File: config.mk
export PLATFORM = sky130hd
export DESIGN_NAME = thermal_supervisor
export DESIGN_NICKNAME = d
export VERILOG_FILES = /design/src/include/thermal_pkg.sv /design/src/include/probe_if.sv /design/src/logic/thermal_supervisor.sv /design/src/logic/probe_channel.sv
export SDC_FILE = /design/constraint.sdc
export NUM_CORES = 2
export LEC_CHECK = 0
export ABC_CLOCK_PERIOD_IN_PS = 12900
export BUFFER_PORTS_ARGS = -buffer_cell sky130_fd_sc_hd__buf_2
export CAP_MARGIN = 20
export CORE_MARGIN = 1.5
export CORE_UTILIZATION = 45
export CTS_CLUSTER_SIZE = 28
export DETAILED_ROUTE_END_ITERATION = 6
export PLACE_DENSITY_LB_ADDON = 0.1
export SYNTH_ARGS = -nofsm -noshare
export SYNTH_HDL_FRONTEND = slang
export SYNTH_SLANG_ARGS = --single-unit
File: constraint.sdc
create_clock -name CORE_CLK -period 12.9 [get_ports CORE_CLK]
set_input_delay 0.645 -clock CORE_CLK [delete_from_list [all_inputs] [get_ports CORE_CLK]]
set_output_delay 0.645 -clock CORE_CLK [all_outputs]
set_load 0.02 [all_outputs]
File: src/include/thermal_pkg.sv
// Constants, register map and shared functions of the motor thermal supervisor.
package thermal_pkg;
    localparam int NUM_PROBES_DEF = 10;
    localparam int CLK_PERIOD_NS  = 50;
    localparam int SECOND_NS      = 1000000000;
    localparam int SEC_CYCLES_DEF = SECOND_NS / CLK_PERIOD_NS;
    localparam int TEMP_W  = 10;
    localparam int RES_W   = 16;
    localparam int THR_W   = 9;
    localparam int DLY_W   = 7;
    localparam int THETA_W = 18;
    localparam logic [5:0] REG_CTRL      = 6'h00;
    localparam logic [5:0] REG_LEVELS    = 6'h01;
    localparam logic [5:0] REG_TCONST    = 6'h02;
    localparam logic [5:0] REG_STATUS    = 6'h03;
    localparam logic [5:0] REG_RES_LIM   = 6'h04;
    localparam logic [5:0] REG_ITH_RECIP = 6'h05;
    localparam logic [5:0] REG_CH_CFG    = 6'h10;
    localparam logic [5:0] REG_CH_STAT   = 6'h20;
    localparam logic [31:0] CTRL_RST      = 32'h0000_1000;
    localparam logic [31:0] LEVELS_RST    = 32'h0064_145a;
    localparam logic [31:0] TCONST_RST    = 32'h000c_0a0a;
    localparam logic [31:0] RES_LIM_RST   = 32'hf000_0100;
    localparam logic [31:0] ITH_RECIP_RST = 32'h0000_0100;
    localparam logic [31:0] CH_CFG_RST    = 32'h0a64_0a50;
    localparam logic signed [TEMP_W-1:0] TEMP_MIN = -10'sd40;
    localparam logic signed [TEMP_W-1:0] TEMP_MAX = 10'sd400;
    localparam logic [6:0] COEF_UNITY = 7'd100;
    localparam logic [6:0] HOLD_PCT   = 7'd90;
    localparam logic [6:0] LEVEL_MIN  = 7'd20;
    localparam logic [6:0] LEVEL_MAX  = 7'd100;
    localparam logic [THETA_W-1:0] HIGH_LOAD = 18'h19000;
    localparam int RECIP_SHIFT = 8;
    localparam int PCT_SHIFT   = 8;

    function automatic logic [6:0] amb_coef(input logic signed [TEMP_W-1:0] t);
        if (t < 10'sd45) amb_coef = COEF_UNITY;
        else if (t < 10'sd50) amb_coef = 7'd95;
        else if (t < 10'sd55) amb_coef = 7'd90;
        else if (t < 10'sd60) amb_coef = 7'd85;
        else if (t < 10'sd65) amb_coef = 7'd80;
        else amb_coef = 7'd75;
    endfunction

    function automatic logic reached(input logic [THETA_W-1:0] th, input logic [6:0] pct,
                                     input logic [6:0] coef);
        logic [25:0] lhs;
        logic [25:0] rhs;
        lhs = 26'(th) * 26'(COEF_UNITY);
        rhs = (26'(pct) * 26'(coef)) << PCT_SHIFT;
        reached = lhs >= rhs;
    endfunction
endpackage

File: src/include/probe_if.sv
// Connection between the supervisor and one probe channel.
`timescale 1ns/1ps
interface probe_if;
    import thermal_pkg::*;
    logic signed [TEMP_W-1:0] temp;
    logic        [RES_W-1:0]  res;
    logic        [RES_W-1:0]  res_min;
    logic        [RES_W-1:0]  res_max;
    logic        [THR_W-1:0]  alarm_thr;
    logic        [THR_W-1:0]  trip_thr;
    logic        [DLY_W-1:0]  alarm_dly;
    logic        [DLY_W-1:0]  trip_dly;
    logic                     tick;
    logic                     alarm;
    logic                     trip;
    logic                     fail;
    modport sup (output temp, res, res_min, res_max, alarm_thr, trip_thr, alarm_dly,
                 trip_dly, tick, input alarm, trip, fail);
    modport chan (input temp, res, res_min, res_max, alarm_thr, trip_thr, alarm_dly,
                  trip_dly, tick, output alarm, trip, fail);
endinterface

File: src/logic/thermal_supervisor.sv
// Thermal replica, ambient correction, start hold, lockout and probe supervision.
//
// Added by the designer: the placing of the registers and the Avalon-MM slave port.
`timescale 1ns/1ps
module thermal_supervisor import thermal_pkg::*; #(
    parameter int NUM_PROBES = NUM_PROBES_DEF,
    parameter int SEC_CYCLES = SEC_CYCLES_DEF
) (
    input  wire logic                        CORE_CLK,
    input  wire logic                        RST,
    input  wire logic [5:0]                  AVS_ADDRESS,
    input  wire logic                        AVS_READ,
    input  wire logic                        AVS_WRITE,
    input  wire logic [31:0]                 AVS_WRITEDATA,
    input  wire logic [3:0]                  AVS_BYTEENABLE,
    output logic      [31:0]                 AVS_READDATA,
    output logic                             AVS_WAITREQUEST,
    input  wire logic [15:0]                 IEQ_SQ,
    input  wire logic                        MOTOR_STARTING,
    input  wire logic [NUM_PROBES*TEMP_W-1:0] PROBE_TEMP,
    input  wire logic [NUM_PROBES*RES_W-1:0]  PROBE_RES,
    output logic                             THERM_ALARM,
    output logic                             THERM_TRIP,
    output logic                             LOCKOUT_OPEN,
    output logic      [NUM_PROBES-1:0]       PROBE_ALARM,
    output logic      [NUM_PROBES-1:0]       PROBE_TRIP,
    output logic      [NUM_PROBES-1:0]       PROBE_FAIL
);
    localparam int SW = $clog2(SEC_CYCLES + 1);

    if (NUM_PROBES < 2 || NUM_PROBES > 16) begin : g_bad_probes
        $error("NUM_PROBES must lie between 2 and 16.");
    end
    if (SEC_CYCLES < 1) begin : g_bad_sec
        $error("SEC_CYCLES must be at least 1.");
    end

    function automatic logic [31:0] merge(input logic [31:0] old, input logic [31:0] wd,
                                          input logic [3:0] be);
        for (int i = 0; i < 4; i++) begin
            merge[i*8 +: 8] = be[i] ? wd[i*8 +: 8] : old[i*8 +: 8];
        end
    endfunction

    function automatic logic in_bank(input logic [5:0] a, input logic [5:0] base, int n);
        in_bank = a >= base && 32'(a - base) < n;
    endfunction

    // Bus slave: every request sees exactly one wait cycle.
    logic        wait_reg, wait_next;
    logic [31:0] rdata_reg, rdata_next;
    logic        req, acc;
    logic [3:0]  ch_idx;
    assign req    = AVS_READ || AVS_WRITE;
    assign acc    = req && !wait_reg;
    assign ch_idx = AVS_ADDRESS[3:0];

    // Software registers.
    logic [31:0] ctrl_reg, ctrl_next, levels_reg, levels_next, tconst_reg, tconst_next;
    logic [31:0] reslim_reg, reslim_next, recip_reg, recip_next;
    logic [31:0] chcfg_reg [NUM_PROBES];
    logic [31:0] chcfg_next [NUM_PROBES];
    logic [31:0] lv_w;
    logic [6:0]  alarm_lvl, lock_lvl, trip_lvl;
    assign alarm_lvl = levels_reg[6:0];
    assign lock_lvl  = levels_reg[14:8];
    assign trip_lvl  = levels_reg[22:16];

    // Thermal state and outputs.
    logic [SW-1:0]        sec_reg, sec_next;
    logic                 tick_reg, tick_next;
    logic [THETA_W-1:0]   theta_reg, theta_next;
    logic [6:0]           coef_reg, coef_next;
    logic                 hold_reg, hold_next;
    logic                 alarm_reg, alarm_next, trip_reg, trip_next, lock_reg, lock_next;
    logic [33:0]          prod;
    logic [THETA_W-1:0]   target;
    logic [4:0]           tau;
    logic signed [THETA_W:0] diff;
    logic                 rising;

    // Probe side.
    logic signed [TEMP_W-1:0] temp_c [NUM_PROBES];
    logic [NUM_PROBES-1:0]    fail_w, alarm_w, trip_w;
    logic [3:0]               main_idx, back_idx, src_idx;
    logic signed [TEMP_W-1:0] amb_temp;

    probe_if pif [NUM_PROBES] ();

    for (genvar g = 0; g < NUM_PROBES; g++) begin : g_ch
        logic signed [TEMP_W-1:0] raw;
        assign raw = PROBE_TEMP[g*TEMP_W +: TEMP_W];
        assign temp_c[g] = raw < TEMP_MIN ? TEMP_MIN : (raw > TEMP_MAX ? TEMP_MAX : raw);
        assign pif[g].temp      = temp_c[g];
        assign pif[g].res       = PROBE_RES[g*RES_W +: RES_W];
        assign pif[g].res_min   = reslim_reg[15:0];
        assign pif[g].res_max   = reslim_reg[31:16];
        assign pif[g].alarm_thr = chcfg_reg[g][8:0];
        assign pif[g].alarm_dly = chcfg_reg[g][15:9];
        assign pif[g].trip_thr  = chcfg_reg[g][24:16];
        assign pif[g].trip_dly  = chcfg_reg[g][31:25];
        assign pif[g].tick      = tick_reg;
        assign fail_w[g]  = pif[g].fail;
        assign alarm_w[g] = pif[g].alarm;
        assign trip_w[g]  = pif[g].trip;
        probe_channel u_ch (
            .CORE_CLK (CORE_CLK),
            .RST      (RST),
            .p        (pif[g])
        );
    end

    assign PROBE_ALARM = alarm_w;
    assign PROBE_TRIP  = trip_w;
    assign PROBE_FAIL  = fail_w;

    // Ambient source selection and correction coefficient.
    always_comb begin
        main_idx = 32'(ctrl_reg[11:8]) < NUM_PROBES ? ctrl_reg[11:8] : 4'h0;
        back_idx = 32'(ctrl_reg[15:12]) < NUM_PROBES ? ctrl_reg[15:12] : 4'h0;
        src_idx  = fail_w[main_idx] ? back_idx : main_idx;
        amb_temp = temp_c[src_idx];
        coef_next = ctrl_reg[1] ? amb_coef(amb_temp) : COEF_UNITY;
    end

    // Register file and bus answer.
    always_comb begin
        ctrl_next   = ctrl_reg;
        levels_next = levels_reg;
        tconst_next = tconst_reg;
        reslim_next = reslim_reg;
        recip_next  = recip_reg;
        chcfg_next  = chcfg_reg;
        rdata_next  = rdata_reg;
        wait_next   = !(req && wait_reg);
        lv_w        = merge(levels_reg, AVS_WRITEDATA, AVS_BYTEENABLE);
        if (acc && AVS_WRITE) begin
            case (AVS_ADDRESS)
                REG_CTRL:      ctrl_next = merge(ctrl_reg, AVS_WRITEDATA, AVS_BYTEENABLE);
                REG_LEVELS: begin
                    levels_next = lv_w & 32'h007f_7f7f;
                    if (lv_w[6:0] < LEVEL_MIN) levels_next[6:0] = LEVEL_MIN;
                    if (lv_w[6:0] > LEVEL_MAX) levels_next[6:0] = LEVEL_MAX;
                    if (lv_w[14:8] < LEVEL_MIN) levels_next[14:8] = LEVEL_MIN;
                end
                REG_TCONST:    tconst_next = merge(tconst_reg, AVS_WRITEDATA, AVS_BYTEENABLE) &
                                             32'h001f_1f1f;
                REG_RES_LIM:   reslim_next = merge(reslim_reg, AVS_WRITEDATA, AVS_BYTEENABLE);
                REG_ITH_RECIP: recip_next = merge(recip_reg, AVS_WRITEDATA, AVS_BYTEENABLE) &
                                            32'h0000_ffff;
                default: begin
                    if (in_bank(AVS_ADDRESS, REG_CH_CFG, NUM_PROBES)) begin
                        chcfg_next[ch_idx] = merge(chcfg_reg[ch_idx], AVS_WRITEDATA,
                                                   AVS_BYTEENABLE);
                    end
                end
            endcase
        end
        if (req && wait_reg) begin
            case (AVS_ADDRESS)
                REG_CTRL:      rdata_next = ctrl_reg;
                REG_LEVELS:    rdata_next = levels_reg;
                REG_TCONST:    rdata_next = tconst_reg;
                REG_RES_LIM:   rdata_next = reslim_reg;
                REG_ITH_RECIP: rdata_next = recip_reg;
                REG_STATUS:    rdata_next = {1'b0, coef_reg, hold_reg, lock_reg, trip_reg,
                                             alarm_reg, 2'b00, theta_reg};
                default: begin
                    rdata_next = 32'h0000_0000;
                    if (in_bank(AVS_ADDRESS, REG_CH_CFG, NUM_PROBES)) begin
                        rdata_next = chcfg_reg[ch_idx];
                    end else if (in_bank(AVS_ADDRESS, REG_CH_STAT, NUM_PROBES)) begin
                        rdata_next = {13'h0000, fail_w[ch_idx], trip_w[ch_idx],
                                      alarm_w[ch_idx], 6'h00, temp_c[ch_idx]};
                    end
                end
            endcase
        end
    end

    // Thermal replica, start hold and thermal outputs.
    always_comb begin
        sec_next  = sec_reg == SW'(SEC_CYCLES - 1) ? '0 : sec_reg + 1'b1;
        tick_next = sec_reg == SW'(SEC_CYCLES - 1);
        prod      = 34'(IEQ_SQ) * 34'(recip_reg[15:0]);
        target    = |prod[33:THETA_W+RECIP_SHIFT] ? '1 :
                    prod[THETA_W+RECIP_SHIFT-1:RECIP_SHIFT];
        if (IEQ_SQ == 16'h0000) tau = tconst_reg[20:16];
        else if (target > HIGH_LOAD) tau = tconst_reg[12:8];
        else tau = tconst_reg[4:0];
        diff   = $signed({1'b0, target}) - $signed({1'b0, theta_reg});
        rising = !diff[THETA_W];
        hold_next = ctrl_reg[0] && MOTOR_STARTING &&
                    (hold_reg || reached(theta_reg, HOLD_PCT, coef_reg));
        theta_next = theta_reg;
        if (tick_reg && !(hold_reg && rising)) begin
            theta_next = THETA_W'($signed({1'b0, theta_reg}) + (diff >>> tau));
            if (diff != 0 && (diff >>> tau) == 0) begin
                theta_next = rising ? theta_reg + 1'b1 : theta_reg - 1'b1;
            end
        end
        alarm_next = reached(theta_reg, alarm_lvl, coef_reg);
        trip_next  = reached(theta_reg, trip_lvl, coef_reg);
        lock_next  = reached(theta_reg, lock_lvl, coef_reg);
    end

    always_ff @(posedge CORE_CLK) begin
        if (RST) begin
            wait_reg   <= 1'b1;
            rdata_reg  <= 32'h0000_0000;
            ctrl_reg   <= CTRL_RST;
            levels_reg <= LEVELS_RST;
            tconst_reg <= TCONST_RST;
            reslim_reg <= RES_LIM_RST;
            recip_reg  <= ITH_RECIP_RST;
            for (int i = 0; i < NUM_PROBES; i++) chcfg_reg[i] <= CH_CFG_RST;
            sec_reg    <= '0;
            tick_reg   <= 1'b0;
            theta_reg  <= '0;
            coef_reg   <= COEF_UNITY;
            hold_reg   <= 1'b0;
            alarm_reg  <= 1'b0;
            trip_reg   <= 1'b0;
            lock_reg   <= 1'b0;
        end else begin
            wait_reg   <= wait_next;
            rdata_reg  <= rdata_next;
            ctrl_reg   <= ctrl_next;
            levels_reg <= levels_next;
            tconst_reg <= tconst_next;
            reslim_reg <= reslim_next;
            recip_reg  <= recip_next;
            chcfg_reg  <= chcfg_next;
            sec_reg    <= sec_next;
            tick_reg   <= tick_next;
            theta_reg  <= theta_next;
            coef_reg   <= coef_next;
            hold_reg   <= hold_next;
            alarm_reg  <= alarm_next;
            trip_reg   <= trip_next;
            lock_reg   <= lock_next;
        end
    end

    assign AVS_READDATA    = rdata_reg;
    assign AVS_WAITREQUEST = wait_reg;
    assign THERM_ALARM     = alarm_reg;
    assign THERM_TRIP      = trip_reg;
    assign LOCKOUT_OPEN    = lock_reg;
endmodule

File: src/logic/probe_channel.sv
// One probe channel: delayed alarm and trip, and resistance range check.
`timescale 1ns/1ps
module probe_channel import thermal_pkg::*; (
    input wire logic CORE_CLK,
    input wire logic RST,
    probe_if.chan    p
);
    logic [DLY_W:0]   acnt_reg, acnt_next, tcnt_reg, tcnt_next;
    logic             alarm_reg, alarm_next, trip_reg, trip_next, fail_reg, fail_next;
    logic             a_above, t_above;

    assign a_above = p.temp > $signed({1'b0, p.alarm_thr});
    assign t_above = p.temp > $signed({1'b0, p.trip_thr});

    always_comb begin
        acnt_next = a_above ? acnt_reg : '0;
        tcnt_next = t_above ? tcnt_reg : '0;
        if (a_above && p.tick && acnt_reg != '1) acnt_next = acnt_reg + 1'b1;
        if (t_above && p.tick && tcnt_reg != '1) tcnt_next = tcnt_reg + 1'b1;
        alarm_next = a_above && (p.alarm_dly == '0 || acnt_reg > {1'b0, p.alarm_dly});
        trip_next  = t_above && (p.trip_dly == '0 || tcnt_reg > {1'b0, p.trip_dly});
        fail_next  = p.res < p.res_min || p.res > p.res_max;
    end

    always_ff @(posedge CORE_CLK) begin
        if (RST) begin
            acnt_reg  <= '0;
            tcnt_reg  <= '0;
            alarm_reg <= 1'b0;
            trip_reg  <= 1'b0;
            fail_reg  <= 1'b0;
        end else begin
            acnt_reg  <= acnt_next;
            tcnt_reg  <= tcnt_next;
            alarm_reg <= alarm_next;
            trip_reg  <= trip_next;
            fail_reg  <= fail_next;
        end
    end

    assign p.alarm = alarm_reg;
    assign p.trip  = trip_reg;
    assign p.fail  = fail_reg;
endmodule

# Word-level counts from Yosys, hierarchy flattened
# Cells that the tools add are included.
# W data, S select, Z words.
dict set report classes {
  n_eq_ne 46
  magnitude_cmp 104
  shift 2
  n_mux 104
  reduce_logical 153
  mul 6
  add_sub_neg 27
  bitwise_logic 4
}
# operator n
set op_table {}
lappend op_table {{$mux W8} 44}
lappend op_table {{$bwmux W320} 1}
lappend op_table {{$mux W10} 24}
lappend op_table {{$gt A10 B10 Y1} 20}
lappend op_table {{$pmux W32 S6} 1}
lappend op_table {{$add A8 B1 Y8 const B} 20}
lappend op_table {{$gt A16 B16 Y1} 10}
lappend op_table {{$gt A8 B7 Y1} 20}
lappend op_table {{$lt A16 B16 Y1} 10}
lappend op_table {{$ne A8 B8 Y1 const B} 20}
lappend op_table {{$logic_not A7 Y1} 20}
lappend op_table {{$lt A10 B7 Y1 const B} 14}
lappend op_table {{$bmux W32 S4} 1}
lappend op_table {{$demux W32 S4} 1}
lappend op_table {{$mux W32} 4}
lappend op_table {{$ge A25 B22 Y1} 4}
lappend op_table {{$gt A10 B10 Y1 const B} 10}
lappend op_table {{$bmux W10 S4} 2}
lappend op_table {{$logic_and A1 B1 Y1} 71}
lappend op_table {{$lt A32 B4 Y1 const B} 2}
lappend op_table {{$mux W18} 3}
lappend op_table {{$reduce_and A3 Y1} 15}
lappend op_table {{$mul A7 B7 Y14} 3}
lappend op_table {{$ne A2 B2 Y1 const B} 20}
lappend op_table {{47 further kinds} 106}
dict set report totals {
  reg_bits 714
  in_bits 323
  out_inout_bits 66
  wordCells 533
}

# Logic depth before layout (Yosys ltp)
dict set report depth {
  ltp_word 14
  ltp_mapped 62
  ltp_nobuf 58
}

# By module
# A second synthesis with hierarchy kept.
dict set report hier_totals {
  cells_unflattened 8787
  area_unflattened_um2 70637.7
}
# module instances cells_each seq_area_each_um2 area_each_um2
set modules_own_cells {}
lappend modules_own_cells {thermal_supervisor 1 5697 10450.0 46176.8}
lappend modules_own_cells {probe_channel 10 309 380.4 2446.1}

# Worst setup path before layout
# No wires, ideal clock.
dict set report synth_path {
  path_type {input port to flip-flop}
  startpoint {input IEQ_SQ[5]}
  endpoint {register theta_reg[16]}
  setup_ps 122
  n_path_buf 4
  required_time_ps 12778
  setup_slack_ps 90
  cell_stages 58
  arrival_time_ps 12688
  cell_sequence {clkbuf_1 nand2_1 fa_1 inv_1 fa_1 inv_1 fa_1 inv_1 fa_1 fa_1 inv_1 fa_1 inv_1 ha_1 buf_2 a21oi_2 o21ai_1 o31ai_1 (+22 left out) ha_1 nor2b_1 o21ai_0 a21oi_1 o21ai_0 a21boi_0 o21ai_0 a21oi_1 o21ai_0 a21oi_1 o21ai_0 a21boi_0 o21ai_0 nand2b_1 a21o_1 a21oi_1 xnor2_1 o311a_1}
}
dict set report synth_between {
  elab_chain_len 10
  elab_cells_between_ends 20
  cone_classes {add/sub (2); mul (1); order compare (1); shift (2); mux (5); reduce/logical (9)}
}
# element line_no
set synth_rtl {}
lappend synth_rtl {{start, declared} thermal_supervisor.sv:18} ;# input wire logic [15:0] IEQ_SQ,
lappend synth_rtl {{parallel branches: the longest is 10 deep, another holds $mul A16 B16 Y32} -}
lappend synth_rtl {{end signal, assigned} thermal_supervisor.sv:236} ;# theta_reg <= theta_next;
lappend synth_rtl {{end, declared} thermal_supervisor.sv:72} ;# logic [THETA_W-1:0] theta_reg, theta_next;
# Several ways; the timed one is not identified.
# A chain may end at the register's enable or synchronous reset.

# Worst setup path after layout
dict set report layout_path {
  startpoint {register recip_reg[6]}
  endpoint {register theta_reg[17]}
}
dict set report layout_between {
  elab_chain_len 10
  elab_cells_between_ends 19
  cone_classes {add/sub (2); mul (1); order compare (1); shift (2); mux (5); reduce/logical (8)}
}
# element line_no
set layout_rtl {}
lappend layout_rtl {{start, declared} thermal_supervisor.sv:60} ;# logic [31:0] reslim_reg, reslim_next, recip_reg, recip_next;
lappend layout_rtl {{start signal, assigned} thermal_supervisor.sv:232} ;# recip_reg <= recip_next;
lappend layout_rtl {{$mul A16 B16 Y32 (*)} thermal_supervisor.sv:185} ;# prod = 34'(IEQ_SQ) * 34'(recip_reg[15:0]);
lappend layout_rtl {{$reduce_or A6 Y1} thermal_supervisor.sv:186} ;# target = |prod[33:THETA_W+RECIP_SHIFT] ? '1 :
lappend layout_rtl {{$mux W18 (*)} thermal_supervisor.sv:186}
lappend layout_rtl {{parallel branches: the longest is 7 deep, another holds $gt A18 B17 Y1} -}
# Every way passes the cells marked *.

==> run_results.csv <==
group,metric,value,unit
floorplan,initial_core_util,45.3,%
yosys,seq_area_frac_synth,20.4,%
clock_network,cts.htree.levels,3,
finish,largest_register_ffs,320,
floorplan,rows,144,
finish,multi_input_area,50800,µm²
critical_path,required,13.50,ns
yosys,yosys_warnings,0,
floorplan,die_x,397,µm
timing,fin_crit_sh,94.7,%
clock_network,cts_buffers,84,
timing,clock.fmax,0.0819,GHz
critical_path,crit_type,"flop to flop",
floorplan,num_io_pins,389,
clock_network,cts_tree,"built",
finish,layout_common_cells,"ha_1 (1038), nand2_1 (944), inv_1 (892)",
pwr,power_density,74.6,nW/µm²
finish,drive_gt1_share,10.5,%
floorplan,core_area,154000,µm²
critical_path,worst_path_most_repeated_cell,"fa_1",
timing,fin_ws,0.688,ns
yosys,synth_ff_type,"dfxtp_1",
critical_path,crit_path_start_kind,"flop",
clock_network,cts.path.max_buffers,3,
yosys,post_synth_and_or_nand_nor_area_fraction,20.1,%
floorplan,dieArea,157000,µm²
yosys,yosysUniqueCellTypes,88,
yosys,synthXorXnorAreaFrac,1.76,%
pwr,power.total,5770,µW
yosys,synth-edff-count,0,
timing,tightest_slew,1.12,ns
clock_network,numClockSinks,712,
yosys,syn_area_per_cell,8.06,µm²
finish,area.growth.synth_to_final,10.9,%
finish,layout.nets,10600,
grt,grt_max_degree,170,
yosys,synth_nets,10300,
clock_network,root_buffer,"clkbuf_16",
grt,grt_pass1_vias,61800,
placed_design,dpl_cell_area,74200,µm²
critical_path,cpMaxStageDelayCell,"fa_1",
route,drt_wl_total,267000,µm
outcome,status,"complete, no violations",
finish,finish.utilization,50.2,%
placed_design,numPortBuffers,388,
yosys,synthMuxAreaShare,4.93,%
route,viasPerCell,5.90,
grt,antenna_found_initial,35,
pwr,irDropWorstVdd,0.0965,mV
yosys,synthTopCellsByArea,"dfxtp_1 (20%), ha_1 (19%), fa_1 (8.2%)",
yosys,yosysTopAreaCell,"dfxtp_1",
critical_path,cp.arrival,12.81,ns
route,vias,65100,
timing,finalSetupViolations,0,
yosys,synthArstFlopShare,0,%
run,max_cap_viol_count,0,
placed_design,dp_hpwl,211000,µm
placed_design,place_congestion,1.01,
clock_network,hold_buffers,0,
timing,hold_viol_final,0,
route,firstDrtPassIters,6,
min_path,hp-class,"primary input to flop",
yosys,synth_compound_area_share,18.7,%
clock_network,clk_latency,0.72,ns
finish,design_area,77400,µm²
yosys,synthAdderAreaFrac,26.8,%
timing,max-slew-margin-rel,24.0,%
timing,finalClockSkew,0.0372,ns
yosys,yosysTopAreaCellShare,20.4,%
yosys,synth_top_family_by_area,"adder cells",
critical_path,max_stage_delay,0.55,ns
grt,track_usage,33.3,%
yosys,synth_cells,8656,
route,drtIter0Drc,6080,
placed_design,dp_slack,-0.0983,ns
grt,grt-ovfl-total,0,
critical_path,setup.worst_path.end_class,"flop",
critical_path,worst-path-max-fanout,13,
yosys,synth_seq_cells,712,
grt,grt_pass1_wl,397000,µm
finish,seqCellArea,14300,µm²
route,post_drt_wl_per_cell,24.2,µm
timing,drv_slew,0,
clock_network,path_clk_slew,0.06,ns
yosys,synth.cell_area,69800,µm²
finish,layout_commonest_cell,"ha_1",
timing,finalCriticalPeriod,12.21,ns
floorplan,die-height,397,µm
finish,fill_cells,15100,
route,postRouteAntennaNets,0,
route,route.detailed.drc,0,
pwr,leakagePower,0.0342,µW
## per-layer routing
| metal | track usage, % | routed length [µm] |
|---|---|---|
| met5 | 0 | 99 |
| met4 | 16.4 | 14200 |
| met3 | 5.17 | 20200 |
| met2 | 53.3 | 121000 |
| met1 | 43.5 | 112000 |
## per-stage QoR
stage,instances,hold slack [ns],TNS [ns]
global route,11000,0.204,-0.0560
global placement,10900,0.442,0
CTS,11000,0.162,0
detailed placement,10900,0.447,-0.184
finish,11000,0.208,0
floorplan,8656,0.426,0
## synthesized netlist by cell type (28+ instances only)
library cell	n
a211oi_1	88
nor2_1	527
fa_1	286
xor2_1	40
xnor2_1	100
nor3b_1	104
a211o_1	105
mux4_2	80
inv_1	892
o21ai_0	374
a311oi_1	35
mux2_2	37
nand2_1	944
and2_1	243
nor3_1	119
clkbuf_1	335
a221oi_1	28
nand2b_1	175
nor4_1	38
o22ai_1	34
o21a_1	109
nand4_1	113
a21o_1	209
buf_4	36
nand3_1	233
nor2b_1	184
mux2i_1	121
a21oi_1	796
ha_1	1038
dfxtp_1	712
a22oi_1	63
o211ai_1	32
and3_1	115
o21bai_1	31
## worst paths after layout
path                     startpoint              to  slack [ns]  cells after the start
hold reg to reg         ctrl_reg[3]     ctrl_reg[3]        0.46                      2
hold / removal    AVS_WRITEDATA[29]  reslim_reg[29]        0.21                      2
setup reg to reg       recip_reg[6]   theta_reg[17]        0.69                     56
setup / recovery       recip_reg[6]   theta_reg[17]        0.69                     56
## timing repair
item                                    CTS  global route
endpoints found under the setup margin    0             8
gates resized for setup                   0            38
setup buffers                             0             2
## cell families after synthesis
group	count (synthesis)
mux	239
simple gates	2866
buf+inv	1302
compound gates	2073
fa+ha+maj	1324
xor+xnor	140
flops	712
## worst max-delay path: cells and delay by family, from the launching register on
family | cells | cell delay (ns)
AOI/OAI and AO/OA | 28 | 5.09
muxes | 1 | 0.28
and+or+nand+nor | 7 | 1.09
buffers and inverters | 7 | 0.54
adders and majority gates | 10 | 4.23
DFF | 1 | 0.41
xor gates and xnor gates | 3 | 0.48
## power breakdown
group / internal [µW] / total, µW / switching (µW)
logic: 328 / 934 / 606
registers: 2210 / 2230 / 17.8
clock network: 1540 / 2610 / 1070
## area by class of cell
| cell class | instances | share of cell area [%] |
|---|---|---|
| Clock buffer | 118 | 3.11 |
| Clock inverter | 38 | 0.733 |
| Inverter | 893 | 4.33 |
| Multi-Input combinational cell | 6642 | 65.6 |
| Sequential cell | 712 | 18.5 |
| Tap cell | 2044 | 3.31 |
| Antenna cell | 16 | 0.0518 |
| Timing Repair Buffer | 574 | 4.40 |
(Power assumes the default switching activity.)
